--- config.mk ---
export PLATFORM = sky130hd
export DESIGN_NAME = pll_feedback_divider_status_mux
export DESIGN_NICKNAME = d
export VERILOG_FILES = /design/src/pll_fbdiv_pkg.sv /design/src/pll_feedback_divider_status_mux.sv
export SDC_FILE = /design/constraint.sdc
export NUM_CORES = 1
export LEC_CHECK = 0
export BUFFER_PORTS_ARGS = -buffer_cell sky130_fd_sc_hd__buf_2
export CAP_MARGIN = 20
export CORE_MARGIN = 2
export CORE_UTILIZATION = 33
export DETAILED_ROUTE_END_ITERATION = 10
export MAX_ROUTING_LAYER = met4
export PLACE_DENSITY = 0.54
export SLEW_MARGIN = 25
export SYNTH_ARGS = -nofsm -noshare
export SYNTH_HDL_FRONTEND = slang
export SYNTH_SLANG_ARGS = --single-unit
--- constraint.sdc ---
create_clock -name clk -period 1.6 [get_ports clk]
set_input_delay 0.08 -clock clk [delete_from_list [all_inputs] [get_ports clk]]
set_output_delay 0.08 -clock clk [all_outputs]
set_load 0.03 [all_outputs]
--- src/pll_fbdiv_pkg.sv ---
package pll_fbdiv_pkg;

  // ------------------------------------------------------------
  // Register map
  // ------------------------------------------------------------
  localparam int unsigned ADDR_W = 10; // Serial port address width
  localparam logic [ADDR_W-1:0] FEEDBACK_DIVIDER_CONTROL_ADDR = 10'h016; // Divider control
  localparam logic [ADDR_W-1:0] STATUS_PIN_SELECT_ADDR = 10'h017; // Status pin source
  localparam logic [7:0] FEEDBACK_DIVIDER_CONTROL_RST = 8'h06; // Prescaler code 110
  localparam logic [7:0] STATUS_PIN_SELECT_RST = 8'h00; // Ground level
  localparam logic [7:0] STATUS_PIN_SELECT_WMASK = 8'hfc; // Low two bits read zero

  // ------------------------------------------------------------
  // Field positions in the divider control and status select registers
  // ------------------------------------------------------------
  localparam int unsigned CP_HALF_BIT = 7; // Charge pump output to mid supply
  localparam int unsigned REF_DIV_RESET_BIT = 6; // Reference divider reset
  localparam int unsigned SWALLOW_RESET_BIT = 5; // Swallow and main counter reset
  localparam int unsigned ALL_RESET_BIT = 4; // All counters reset
  localparam int unsigned BYPASS_BIT = 3; // Main feedback counter divide by one
  localparam int unsigned PRESCALER_LSB = 0; // Prescaler code low bit
  localparam int unsigned PRESCALER_W = 3; // Prescaler code width
  localparam int unsigned STATUS_SEL_LSB = 2; // Status select low bit
  localparam int unsigned STATUS_SEL_W = 6; // Status select width
  localparam int unsigned SWALLOW_W = 6; // Swallow count width
  localparam int unsigned RATIO_W = 6; // Prescaler ratio width, up to 33

  // ------------------------------------------------------------
  // Prescaler codes
  // ------------------------------------------------------------
  localparam logic [2:0] PRE_FIXED_1 = 3'h0;
  localparam logic [2:0] PRE_FIXED_2 = 3'h1;
  localparam logic [2:0] PRE_DUAL_2 = 3'h2;
  localparam logic [2:0] PRE_DUAL_4 = 3'h3;
  localparam logic [2:0] PRE_DUAL_8 = 3'h4;
  localparam logic [2:0] PRE_DUAL_16 = 3'h5;
  localparam logic [2:0] PRE_DUAL_32 = 3'h6;
  localparam logic [2:0] PRE_FIXED_3 = 3'h7;

  // ------------------------------------------------------------
  // Status select codes
  // ------------------------------------------------------------
  localparam logic [5:0] SEL_GROUND = 6'h00;
  localparam logic [5:0] SEL_FEEDBACK = 6'h01;
  localparam logic [5:0] SEL_REF_DIV = 6'h02;
  localparam logic [5:0] SEL_SWALLOW = 6'h03;
  localparam logic [5:0] SEL_PRESCALER = 6'h04;
  localparam logic [5:0] SEL_PFD_UP = 6'h05;
  localparam logic [5:0] SEL_PFD_DOWN = 6'h06;
  localparam logic [5:0] SEL_MON_GROUND = 6'h20;
  localparam logic [5:0] SEL_FIRST_REF = 6'h21;
  localparam logic [5:0] SEL_SECOND_REF = 6'h22;
  localparam logic [5:0] SEL_ACTIVE_REF = 6'h23;
  localparam logic [5:0] SEL_IDLE_REF = 6'h24;

  // ------------------------------------------------------------
  // Carriers
  // ------------------------------------------------------------
  // Signals routed to the status pin or steering its selection, all asynchronous
  typedef struct packed {
    logic feedback_out; // Feedback divider after its delay
    logic ref_div_out; // Reference divider after its delay
    logic swallow_out; // Swallow counter output
    logic prescaler_out; // Prescaler output
    logic pfd_up; // Phase detector up pulse
    logic pfd_down; // Phase detector down pulse
    logic first_reference_input; // First single-ended reference
    logic second_reference_input; // Second single-ended reference
    logic diff_reference; // Differential reference
    logic diff_mode; // Reference input in differential mode
    logic second_ref_active; // Second reference feeds the loop
  } status_src_s;

  localparam int unsigned SRC_W = $bits(status_src_s); // Synchroniser count

  // Controls handed to the counters
  typedef struct packed {
    logic cp_half; // Charge pump held at mid supply
    logic ref_div_reset; // Reference divider held in reset
    logic swallow_reset; // Swallow counter held in reset
    logic main_reset; // Main feedback counter held in reset
    logic main_div_one; // Main feedback counter divides by one
    logic dual_modulus_mode; // Prescaler in dual-modulus operation
    logic [RATIO_W-1:0] prescaler_ratio; // Present prescaler ratio
  } divider_ctrl_s;

endpackage

--- src/pll_feedback_divider_status_mux.sv ---
module pll_feedback_divider_status_mux
  import pll_fbdiv_pkg::*;
#(
  parameter int unsigned SYNC_STAGES = 3 // Pin synchroniser depth
)
(
  input wire logic clk, // 200 MHz clock
  input wire logic rst_b, // Asynchronous reset, active low
  input wire logic clk_en, // Freezes all state while low
  input wire logic reg_wr, // Register write strobe
  input wire logic reg_rd, // Register read strobe
  input wire logic [ADDR_W-1:0] reg_addr, // Register address
  input wire logic [7:0] reg_wdata, // Register write data
  output logic [7:0] reg_rdata_q, // Register read data
  input wire logic status_lock, // Bit 7 of register 0x01d
  input wire logic [SWALLOW_W-1:0] swallow_count, // Swallow counter value
  input wire status_src_s status_src, // Asynchronous status sources
  output divider_ctrl_s divider_ctrl_q, // Counter controls
  output logic status_pin_q // Status pin level
);

  // ------------------------------------------------------------
  // Elaboration checks
  // ------------------------------------------------------------
  if (SYNC_STAGES != 3)
  begin : g_bad_sync
    $error("SYNC_STAGES must be 3");
  end

  // ------------------------------------------------------------
  // Registers
  // ------------------------------------------------------------
  logic [7:0] fb_ctrl_q; // Feedback divider control
  logic [7:0] status_sel_q; // Status pin select
  logic [STATUS_SEL_W-1:0] sel; // Select field
  logic [PRESCALER_W-1:0] pre_code; // Prescaler code field
  logic [SRC_W-1:0] src_raw; // Sources as a flat vector
  logic [SRC_W-1:0] src_filt; // Synchronised and filtered sources
  status_src_s src; // Filtered sources by name
  divider_ctrl_s ctrl_d; // Next counter controls
  logic status_d; // Next status pin level

  assign sel = status_sel_q[STATUS_SEL_LSB +: STATUS_SEL_W];
  assign pre_code = fb_ctrl_q[PRESCALER_LSB +: PRESCALER_W];
  assign src_raw = status_src;
  assign src = status_src_s'(src_filt);

  // Divider control register write
  always_ff @(posedge clk or negedge rst_b)
  begin
    if (!rst_b)
    begin
      fb_ctrl_q <= FEEDBACK_DIVIDER_CONTROL_RST;
    end
    else if (clk_en && reg_wr && reg_addr == FEEDBACK_DIVIDER_CONTROL_ADDR)
    begin
      fb_ctrl_q <= reg_wdata;
    end
  end

  // Status select write; refused while the lock bit is set so a pin
  // already in use cannot glitch to a new source mid-flight
  always_ff @(posedge clk or negedge rst_b)
  begin
    if (!rst_b)
    begin
      status_sel_q <= STATUS_PIN_SELECT_RST;
    end
    else if (clk_en && reg_wr && reg_addr == STATUS_PIN_SELECT_ADDR && !status_lock)
    begin
      status_sel_q <= reg_wdata & STATUS_PIN_SELECT_WMASK;
    end
  end

  // Read data, registered; unmapped addresses read zero
  always_ff @(posedge clk or negedge rst_b)
  begin
    if (!rst_b)
    begin
      reg_rdata_q <= 8'h00;
    end
    else if (clk_en && reg_rd)
    begin
      case (reg_addr)
        FEEDBACK_DIVIDER_CONTROL_ADDR: reg_rdata_q <= fb_ctrl_q;
        STATUS_PIN_SELECT_ADDR: reg_rdata_q <= status_sel_q;
        default: reg_rdata_q <= 8'h00; // Unmapped
      endcase
    end
  end

  // ------------------------------------------------------------
  // Source synchronisers
  // ------------------------------------------------------------
  // Three flops per source; the filtered level moves only once the
  // second and third flops agree, so one metastable sample is ignored
  for (genvar i = 0; i < SRC_W; i++)
  begin : g_sync
    logic [2:0] stage_q; // Synchroniser chain
    logic filt_q; // Filtered level

    // Chain shift
    always_ff @(posedge clk or negedge rst_b)
    begin
      if (!rst_b)
      begin
        stage_q <= 3'h0;
      end
      else if (clk_en)
      begin
        stage_q <= {stage_q[1:0], src_raw[i]};
      end
    end

    // Agreement filter
    always_ff @(posedge clk or negedge rst_b)
    begin
      if (!rst_b)
      begin
        filt_q <= 1'b0;
      end
      else if (clk_en && stage_q[1] == stage_q[2])
      begin
        filt_q <= stage_q[2];
      end
    end

    assign src_filt[i] = filt_q;
  end

  // ------------------------------------------------------------
  // Counter controls
  // ------------------------------------------------------------
  // Ratio and mode follow the prescaler code and the swallow count
  always_comb
  begin
    ctrl_d = '0;
    ctrl_d.cp_half = fb_ctrl_q[CP_HALF_BIT];
    ctrl_d.ref_div_reset = fb_ctrl_q[ALL_RESET_BIT] | fb_ctrl_q[REF_DIV_RESET_BIT];
    ctrl_d.swallow_reset = fb_ctrl_q[ALL_RESET_BIT] | fb_ctrl_q[SWALLOW_RESET_BIT];
    ctrl_d.main_reset = fb_ctrl_q[ALL_RESET_BIT] | fb_ctrl_q[SWALLOW_RESET_BIT];
    ctrl_d.main_div_one = fb_ctrl_q[BYPASS_BIT];
    ctrl_d.dual_modulus_mode = 1'b1;
    // A zero swallow count picks the lower modulus; software keeps it
    // zero under bypass so the prescaler alone sets the ratio
    case (pre_code)
      PRE_FIXED_1:
      begin
        ctrl_d.dual_modulus_mode = 1'b0;
        ctrl_d.prescaler_ratio = 6'h01;
      end
      PRE_FIXED_2:
      begin
        ctrl_d.dual_modulus_mode = 1'b0;
        ctrl_d.prescaler_ratio = 6'h02;
      end
      PRE_DUAL_2: ctrl_d.prescaler_ratio = (swallow_count != '0) ? 6'h03 : 6'h02;
      PRE_DUAL_4: ctrl_d.prescaler_ratio = (swallow_count != '0) ? 6'h05 : 6'h04;
      PRE_DUAL_8: ctrl_d.prescaler_ratio = (swallow_count != '0) ? 6'h09 : 6'h08;
      PRE_DUAL_16: ctrl_d.prescaler_ratio = (swallow_count != '0) ? 6'h11 : 6'h10;
      PRE_DUAL_32: ctrl_d.prescaler_ratio = (swallow_count != '0) ? 6'h21 : 6'h20;
      default:
      begin
        ctrl_d.dual_modulus_mode = 1'b0;
        ctrl_d.prescaler_ratio = 6'h03;
      end
    endcase
  end

  // Counter control flops
  always_ff @(posedge clk or negedge rst_b)
  begin
    if (!rst_b)
    begin
      divider_ctrl_q <= '0;
    end
    else if (clk_en)
    begin
      divider_ctrl_q <= ctrl_d;
    end
  end

  // ------------------------------------------------------------
  // Status pin selection
  // ------------------------------------------------------------
  // Anything not listed lands on ground, in either half of the map
  always_comb
  begin
    status_d = 1'b0;
    case (sel)
      SEL_GROUND: status_d = 1'b0;
      SEL_FEEDBACK: status_d = src.feedback_out;
      SEL_REF_DIV: status_d = src.ref_div_out;
      SEL_SWALLOW: status_d = src.swallow_out;
      SEL_PRESCALER: status_d = src.prescaler_out;
      SEL_PFD_UP: status_d = src.pfd_up;
      SEL_PFD_DOWN: status_d = src.pfd_down;
      SEL_MON_GROUND: status_d = 1'b0;
      SEL_FIRST_REF:
      begin
        status_d = src.diff_mode ? src.diff_reference : src.first_reference_input;
      end
      SEL_SECOND_REF: status_d = src.second_reference_input;
      SEL_ACTIVE_REF:
      begin
        if (src.diff_mode)
        begin
          status_d = src.diff_reference;
        end
        else
        begin
          status_d = src.second_ref_active ? src.second_reference_input
                                           : src.first_reference_input;
        end
      end
      SEL_IDLE_REF:
      begin
        if (src.diff_mode)
        begin
          status_d = 1'b0; // Not available
        end
        else
        begin
          status_d = src.second_ref_active ? src.first_reference_input
                                           : src.second_reference_input;
        end
      end
      default: status_d = 1'b0;
    endcase
  end

  // Status pin flop
  always_ff @(posedge clk or negedge rst_b)
  begin
    if (!rst_b)
    begin
      status_pin_q <= 1'b0;
    end
    else if (clk_en)
    begin
      status_pin_q <= status_d;
    end
  end

endmodule // pll_feedback_divider_status_mux

==> results.py, run 1 <==
metrics = {
    "logic_synthesis": {
        "synth_fa_ha_area_share_pct": 0,
        "syn_area_um2": 3410,
        "netlist_top_cells_count": "dfrtp_1, mux2_2, a21oi_1",
        "ys_seq_area_share_pct": 57.3,
        "synthTopCellsByArea": "dfrtp_1, mux2_2, a21oi_1, nor2_1, mux2_4",
        "synth_top_family_by_area": "multiplexers",
        "ys_warn_count": 0,
        "muxShareOfSynthArea_pct": 19.0,
        "synth_edf_count": 0,
        "yosysTopAreaCell": "dfrtp_1",
        "synth_cells": 291,
        "synth.most_common_cell": "dfrtp_1",
        "synth-xor-area-share_pct": 0.257,
        "synth.top_cell.area_share_pct": 55.7,
        "synth_cell_types": 34,
        "synth-simple-area-share_pct": 11.7,
        "synth_compound_area_share_pct": 8.91,
        "async_flop_share_pct": 100,
        "postSynthAreaPerCell_um2": 11.7,
        "ys_ff_latch": 78,
        "yosys_most_used_dff": "dfrtp_1",
        "syn_nets": 332,
    },
    "sta": {
        "report.final.slew_viol_count": 0,
        "hold_viol": 0,
        "period_share_pct": 102,
        "worstMarginPinSlew_ns": 0.492,
        "fin_crit_ns": 1.64,
        "hold-worst-slack_ns": 0.0263,
        "relSlewSlack_pct": 67.2,
        "finalSetupViolCount": 6,
        "rsz0062_at_grt": "yes",
        "timing.fmax_mhz": 611,
        "layout_setup_ws_ns": -0.0357,
        "skew_ns": 0.0109,
    },
    "routing": {
        "drt_iter0_markers": 91,
        "drc_errors": 0,
        "finalWirelength_um": 6670,
        "vias": 2426,
        "post_drt_wl_per_cell_um": 13.0,
        "via_per_inst": 4.72,
        "ant_nets": 0,
        "dr.pass1.iters": 4,
    },
    "worst_setup_path": {
        "path_cells": "buf_6 -> or4b_4 -> nor4_4 -> nand3_1 -> or3b_4 -> mux2_4",
        "crit_slowest_cell": "or4b_4",
        "crit_required_ns": 1.82,
        "crit_path_end_kind": "register",
        "path_delay_family": "simple AND/OR/NAND/NOR gates",
        "cp_max_fo": 6,
        "critPathKind": "in -> reg",
        "start_kind": "input port",
        "critPathBufInv": 1,
        "slowest_delay_ns": 0.53,
        "critPathArrivalTime_ns": 1.86,
    },
    "finish": {
        "final_cells": 514,
        "n_fill_cell": 1006,
        "regArea_um2": 1950,
        "finalNetCount": 414,
        "area_growth_syn_to_layout_pct": 28.2,
        "drive_gt1_share_pct": 38.4,
        "multiInputGateArea_um2": 1380,
        "insertedDiodeCount": 0,
    },
    "die": {
        "num_rows": 37,
        "core_area_um2": 10200,
        "die_y_um": 106,
        "dieArea_um2": 11200,
        "io_pins": 62,
        "die_w_um": 106,
        "start_util_pct": 33.5,
    },
    "grt": {
        "grt_pass1_vias": 2455,
        "grtUsageTotal_pct": 13.3,
        "grt_pass1_wl_um": 11500,
        "grt_max_degree": 77,
        "antenna_found_initial": 0,
        "overflow": 0,
    },
    "cts": {
        "worstSkewPairLatency_ns": 0.34,
        "cts_buffers": 9,
        "clkSinkCount": 78,
        "h-tree-depth": 3,
        "tritoncts": "built",
        "cts.clk_slew.worst_paths_ns": 0.08,
        "cts_root_buf": "clkbuf_8",
        "clockBufferDepth": 2,
    },
    "run_status": {
        "status": "complete, but fails checks",
        "violations": "negative setup slack",
    },
    "power_and_ir_drop": {
        "p_per_area_nw_per_um2": 1060,
        "leakagePower_uw": 0.00199,
        "max-vdd-ir-drop_v": 0.000615,
    },
    "placement": {
        "post-dp-hpwl_um": 4580,
        "portBuffers": 61,
        "preCtsSetupSlack_ns": -0.553,
        "place.gp.congestion": 0.792,
        "placed_cells": 479,
    },
    "min_path": {
        "hold_class": "in -> reg",
    },
    "run": {
        "maxCapViolCount": 0,
    },
}
-- flip-flops by register name, indices dropped and copies added, names as in the netlist --
register        cells
divider_ctrl_q     11
fb_ctrl_q           8
g_sync.filt_q      11
g_sync.stage_q     33
reg_rdata_q         8
status_pin_q        1
status_sel_q        6
-- layer usage --
metal | global-route usage [%] | routed length (um)
met2 | 20.4 | 3090
met3 | 3.40 | 313
met4 | 3.38 | 27
met5 | - | 0
met1 | 17.6 | 3240
-- path summary, 6_finish.rpt --
path	start	end	slack (ns)	cells after the start
max	reg_addr[9]	status_sel_q[7]$_DFFE_PN0P_	-0.04	6
min	reg_wdata[3]	fb_ctrl_q[3]$_DFFE_PN0P_	0.03	2
max reg2reg	status_sel_q[4]$_DFFE_PN0P_	status_pin_q$_DFFE_PN0P_	0.23	4
min reg2reg	reg_rdata_q[4]$_DFFE_PN0P_	reg_rdata_q[4]$_DFFE_PN0P_	0.48	2
max in group asynchronous	rst_b	fb_ctrl_q[2]$_DFFE_PN1P_	0.76	3
min in group asynchronous	rst_b	reg_rdata_q[5]$_DFFE_PN0P_	0.24	2
-- repair_timing --
action,CTS,global route
endpoints found under the hold margin,52,1
hold buffers,17,1
resized for setup,4,2
setup endpoints to repair,14,15
setup buffers,1,0
cloned,0,0
-- report_power, final --
part | leakage, uW | switching, uW | internal [uW]
Clock | 0.000116 | 707 | 1040
Sequential | 0.000987 | 168 | 2180
Combinational | 0.000883 | 246 | 314
Total | 0.00199 | 1120 | 3530
-- cell usage in the layout (no fill, tap or decap), drive strengths merged, types with 3 or more instances in the layout --
cell type    count
dfrtp           76
buf             72
mux2            52
a21oi           28
nor2            28
dlygate4sd3     18
nand2           16
nand2b          14
o21ai           14
clkbuf          10
a22oi            6
inv              4
o22ai            4
mux2i            4
nand3            3
nand4b           3
bufinv           3
-- through the flow --
stage | total power [uW] | instance area, um2 | TNS (ns) | utilization (%)
CTS | 4720 | 4360 | -0.157 | 42.8
global placement | 2900 | 3920 | -7.11 | 38.5
detailed placement | 2920 | 3920 | -7.91 | 38.5
floorplan | 2710 | 3410 | -3.03 | -
finish | 4660 | 4370 | -0.196 | 42.9
global route | 4940 | 4370 | -0.357 | 42.9
-- layout make-up --
| class | instances | share of cell area (%) |
|---|---|---|
| Sequential cell | 78 | 44.7 |
| Multi-Input combinational cell | 190 | 31.6 |
| Timing Repair Buffer | 90 | 14.0 |
| Tap cell | 136 | 3.89 |
| Clock buffer | 10 | 2.92 |
| Clock inverter | 6 | 2.55 |
| Inverter | 4 | 0.343 |
-- cells by family (layout without fill, tap and decap cells) --
| logic type | count (synthesis) | after routing |
|---|---|---|
| buffers and inverters | 23 | 110 |
| xor gates and xnor gates | 1 | 1 |
| DFF | 78 | 78 |
| muxes | 56 | 56 |
| AOI/OAI and AO/OA | 55 | 55 |
| and+or+nand+nor | 78 | 78 |
No activity file was read; power rests on OpenSTA's default activity.
==> run 2: changes to the inputs <==
--- a/config.mk
+++ b/config.mk
@@ -10,8 +10,8 @@
 export CORE_MARGIN = 2
 export CORE_UTILIZATION = 33
 export DETAILED_ROUTE_END_ITERATION = 10
-export MAX_ROUTING_LAYER = met4
 export PLACE_DENSITY = 0.54
+export SKIP_LAST_GASP = 1
 export SLEW_MARGIN = 25
 export SYNTH_ARGS = -nofsm -noshare
 export SYNTH_HDL_FRONTEND = slang
==> run 2 against run 1 <==
Net effect:
- the run still ends with negative setup slack left
- via count is 0.29% lower
- clock power is essentially flat
- non-clock buffer count is the same
- total power up 0.20%
- worst setup slack improved by 0.0046 ns
- final area unchanged
==> results.py, run 2 (synthesis gave the netlist of run 1 again) <==
metrics = {
    "sta": {
        "fin_crit_ns": 1.63,
        "relSlewSlack_pct": 67.1,
        "timing.fmax_mhz": 613,
        "hold_viol": 0,
        "skew_ns": 0.0151,
        "worstMarginPinSlew_ns": 0.493,
        "period_share_pct": 102,
        "finalSetupViolCount": 6,
        "report.final.slew_viol_count": 0,
        "rsz0062_at_grt": "yes",
        "layout_setup_ws_ns": -0.0311,
    },
    "finish": {
        "insertedDiodeCount": 0,
        "reg_top3": "g_sync.stage_q x33, divider_ctrl_q x11, g_sync.filt_q x11",
        "largest_register_ffs": 33,
        "layout_commonest_cell": "dfrtp_1",
        "mostFrequentLayoutCells": "dfrtp_1, buf_2, mux2_2, a21oi_1, nor2_1",
        "drive_gt1_share_pct": 38.4,
        "finalNetCount": 414,
        "area_growth_syn_to_layout_pct": 28.2,
        "utilization_pct": 42.9,
        "top_register": "g_sync.stage_q",
        "final_area_um2": 4370,
    },
    "cts": {
        "clkSinkCount": 78,
        "clockBufferDepth": 2,
        "cts_buffers": 9,
        "cts.clk_slew.worst_paths_ns": 0.09,
        "worstSkewPairLatency_ns": 0.35,
        "cts_root_buf": "clkbuf_8",
        "tritoncts": "built",
        "h-tree-depth": 3,
    },
    "run": {
        "maxCapViolCount": 0,
    },
    "die": {
        "core_area_um2": 10200,
        "die_y_um": 106,
        "dieArea_um2": 11200,
        "num_rows": 37,
        "start_util_pct": 33.5,
        "die_w_um": 106,
        "io_pins": 62,
    },
    "worst_setup_path": {
        "critPathArrivalTime_ns": 1.86,
        "start_kind": "input port",
        "crit_required_ns": 1.83,
        "reg2reg_to": "status_pin_q$_DFFE_PN0P_",
        "ff2ff_path_depth": 4,
        "r2r_setup_slack_ns": 0.23,
        "r2r_start": "status_sel_q[4]$_DFFE_PN0P_",
        "crit_path_end_kind": "register",
        "cp_max_fo": 6,
        "critPathKind": "in -> reg",
    },
    "routing": {
        "post_drt_wl_per_cell_um": 13.0,
        "ant_nets": 0,
        "drc_errors": 0,
        "vias": 2419,
        "drt_iter0_markers": 93,
        "finalWirelength_um": 6680,
        "via_per_inst": 4.71,
        "dr.pass1.iters": 4,
    },
    "placement": {
        "dpl-instance-area_um2": 3920,
        "post-dp-hpwl_um": 4580,
        "portBuffers": 61,
        "place.gp.congestion": 0.781,
    },
    "grt": {
        "antenna_found_initial": 0,
        "grt_pass1_vias": 2452,
        "overflow": 0,
        "grt_max_degree": 77,
        "grtUsageTotal_pct": 12.9,
        "grt_pass1_wl_um": 11500,
    },
    "power_and_ir_drop": {
        "leakagePower_uw": 0.00199,
        "p_per_area_nw_per_um2": 1070,
        "max-vdd-ir-drop_v": 0.000617,
    },
    "min_path": {
        "min_to": "fb_ctrl_q[3]$_DFFE_PN0P_",
        "hold_start": "reg_wdata[3]",
        "whs_path_depth": 2,
        "hold_class": "in -> reg",
    },
    "run_status": {
        "violations": "negative setup slack",
        "status": "complete, but fails checks",
    },
}
-- run 2: per-stage QoR --
step,hold WS [ns],setup WS (ns),power [uW],TNS [ns],std cells
after floorplan,-0.216,-0.318,2710,-3.03,291
final,0.0199,-0.0311,4660,-0.171,514
after global placement,0.0860,-0.523,2900,-7.11,479
after global routing,0.00265,-0.0651,4940,-0.357,514
after CTS,0.00422,-0.0259,4720,-0.157,513
after detailed placement,0.0825,-0.553,2920,-7.91,479
-- run 2: power by group --
group	leakage, uW	total, uW	internal (uW)	switching [uW]
clock	0.000116	1750	1040	716
combinational	0.000883	560	314	247
sequential	0.000987	2350	2180	168
-- run 2: routing by layer --
layer,track usage [%],vias to the layer above,part of all wire [%]
met5,0,-,0
met4,3.38,0,1.1
met3,3.40,6,4.7
met2,20.4,50,46
met1,17.6,1173,48
li1,-,1190,-
-- run 2: worst max-delay path by stage --
stage | startpoint | to | slack, ns | cells after the start
after floorplan | reg_addr[9] | status_sel_q[2]$_DFFE_PN0P_ | -0.32 | 6
after global placement | reg_addr[9] | status_sel_q[4]$_DFFE_PN0P_ | -0.52 | 6
after detailed placement | reg_addr[9] | status_sel_q[3]$_DFFE_PN0P_ | -0.55 | 6
after CTS | reg_addr[9] | status_sel_q[7]$_DFFE_PN0P_ | -0.03 | 6
after global routing | reg_addr[9] | status_sel_q[7]$_DFFE_PN0P_ | -0.07 | 6
final | reg_addr[9] | status_sel_q[7]$_DFFE_PN0P_ | -0.03 | 6
-- run 2: layout make-up --
| cell class | count | area (um2) |
|---|---|---|
| clock buffers | 10 | 128 |
| flip-flops and latches | 78 | 1950 |
| clock inverters | 6 | 111 |
| repair buffers | 90 | 614 |
| fillers | 1006 | 5810 |
| well taps | 136 | 170 |
| multi-input cells | 190 | 1380 |
| inverters | 4 | 15.0 |
-- run 2: repair_timing --
action,CTS,global route
hold buffers,17,1
setup endpoints to repair,14,15
endpoints found under the hold margin,52,1
buffers inserted,1,0
gates resized for setup,4,2
-- run 2: worst max-delay path: stages --
cell and delay (ns):
buf_6 0.09, or4b_4 0.53, nor4_4 0.24, nand3_1 0.13, or3b_4 0.46, mux2_4 0.32
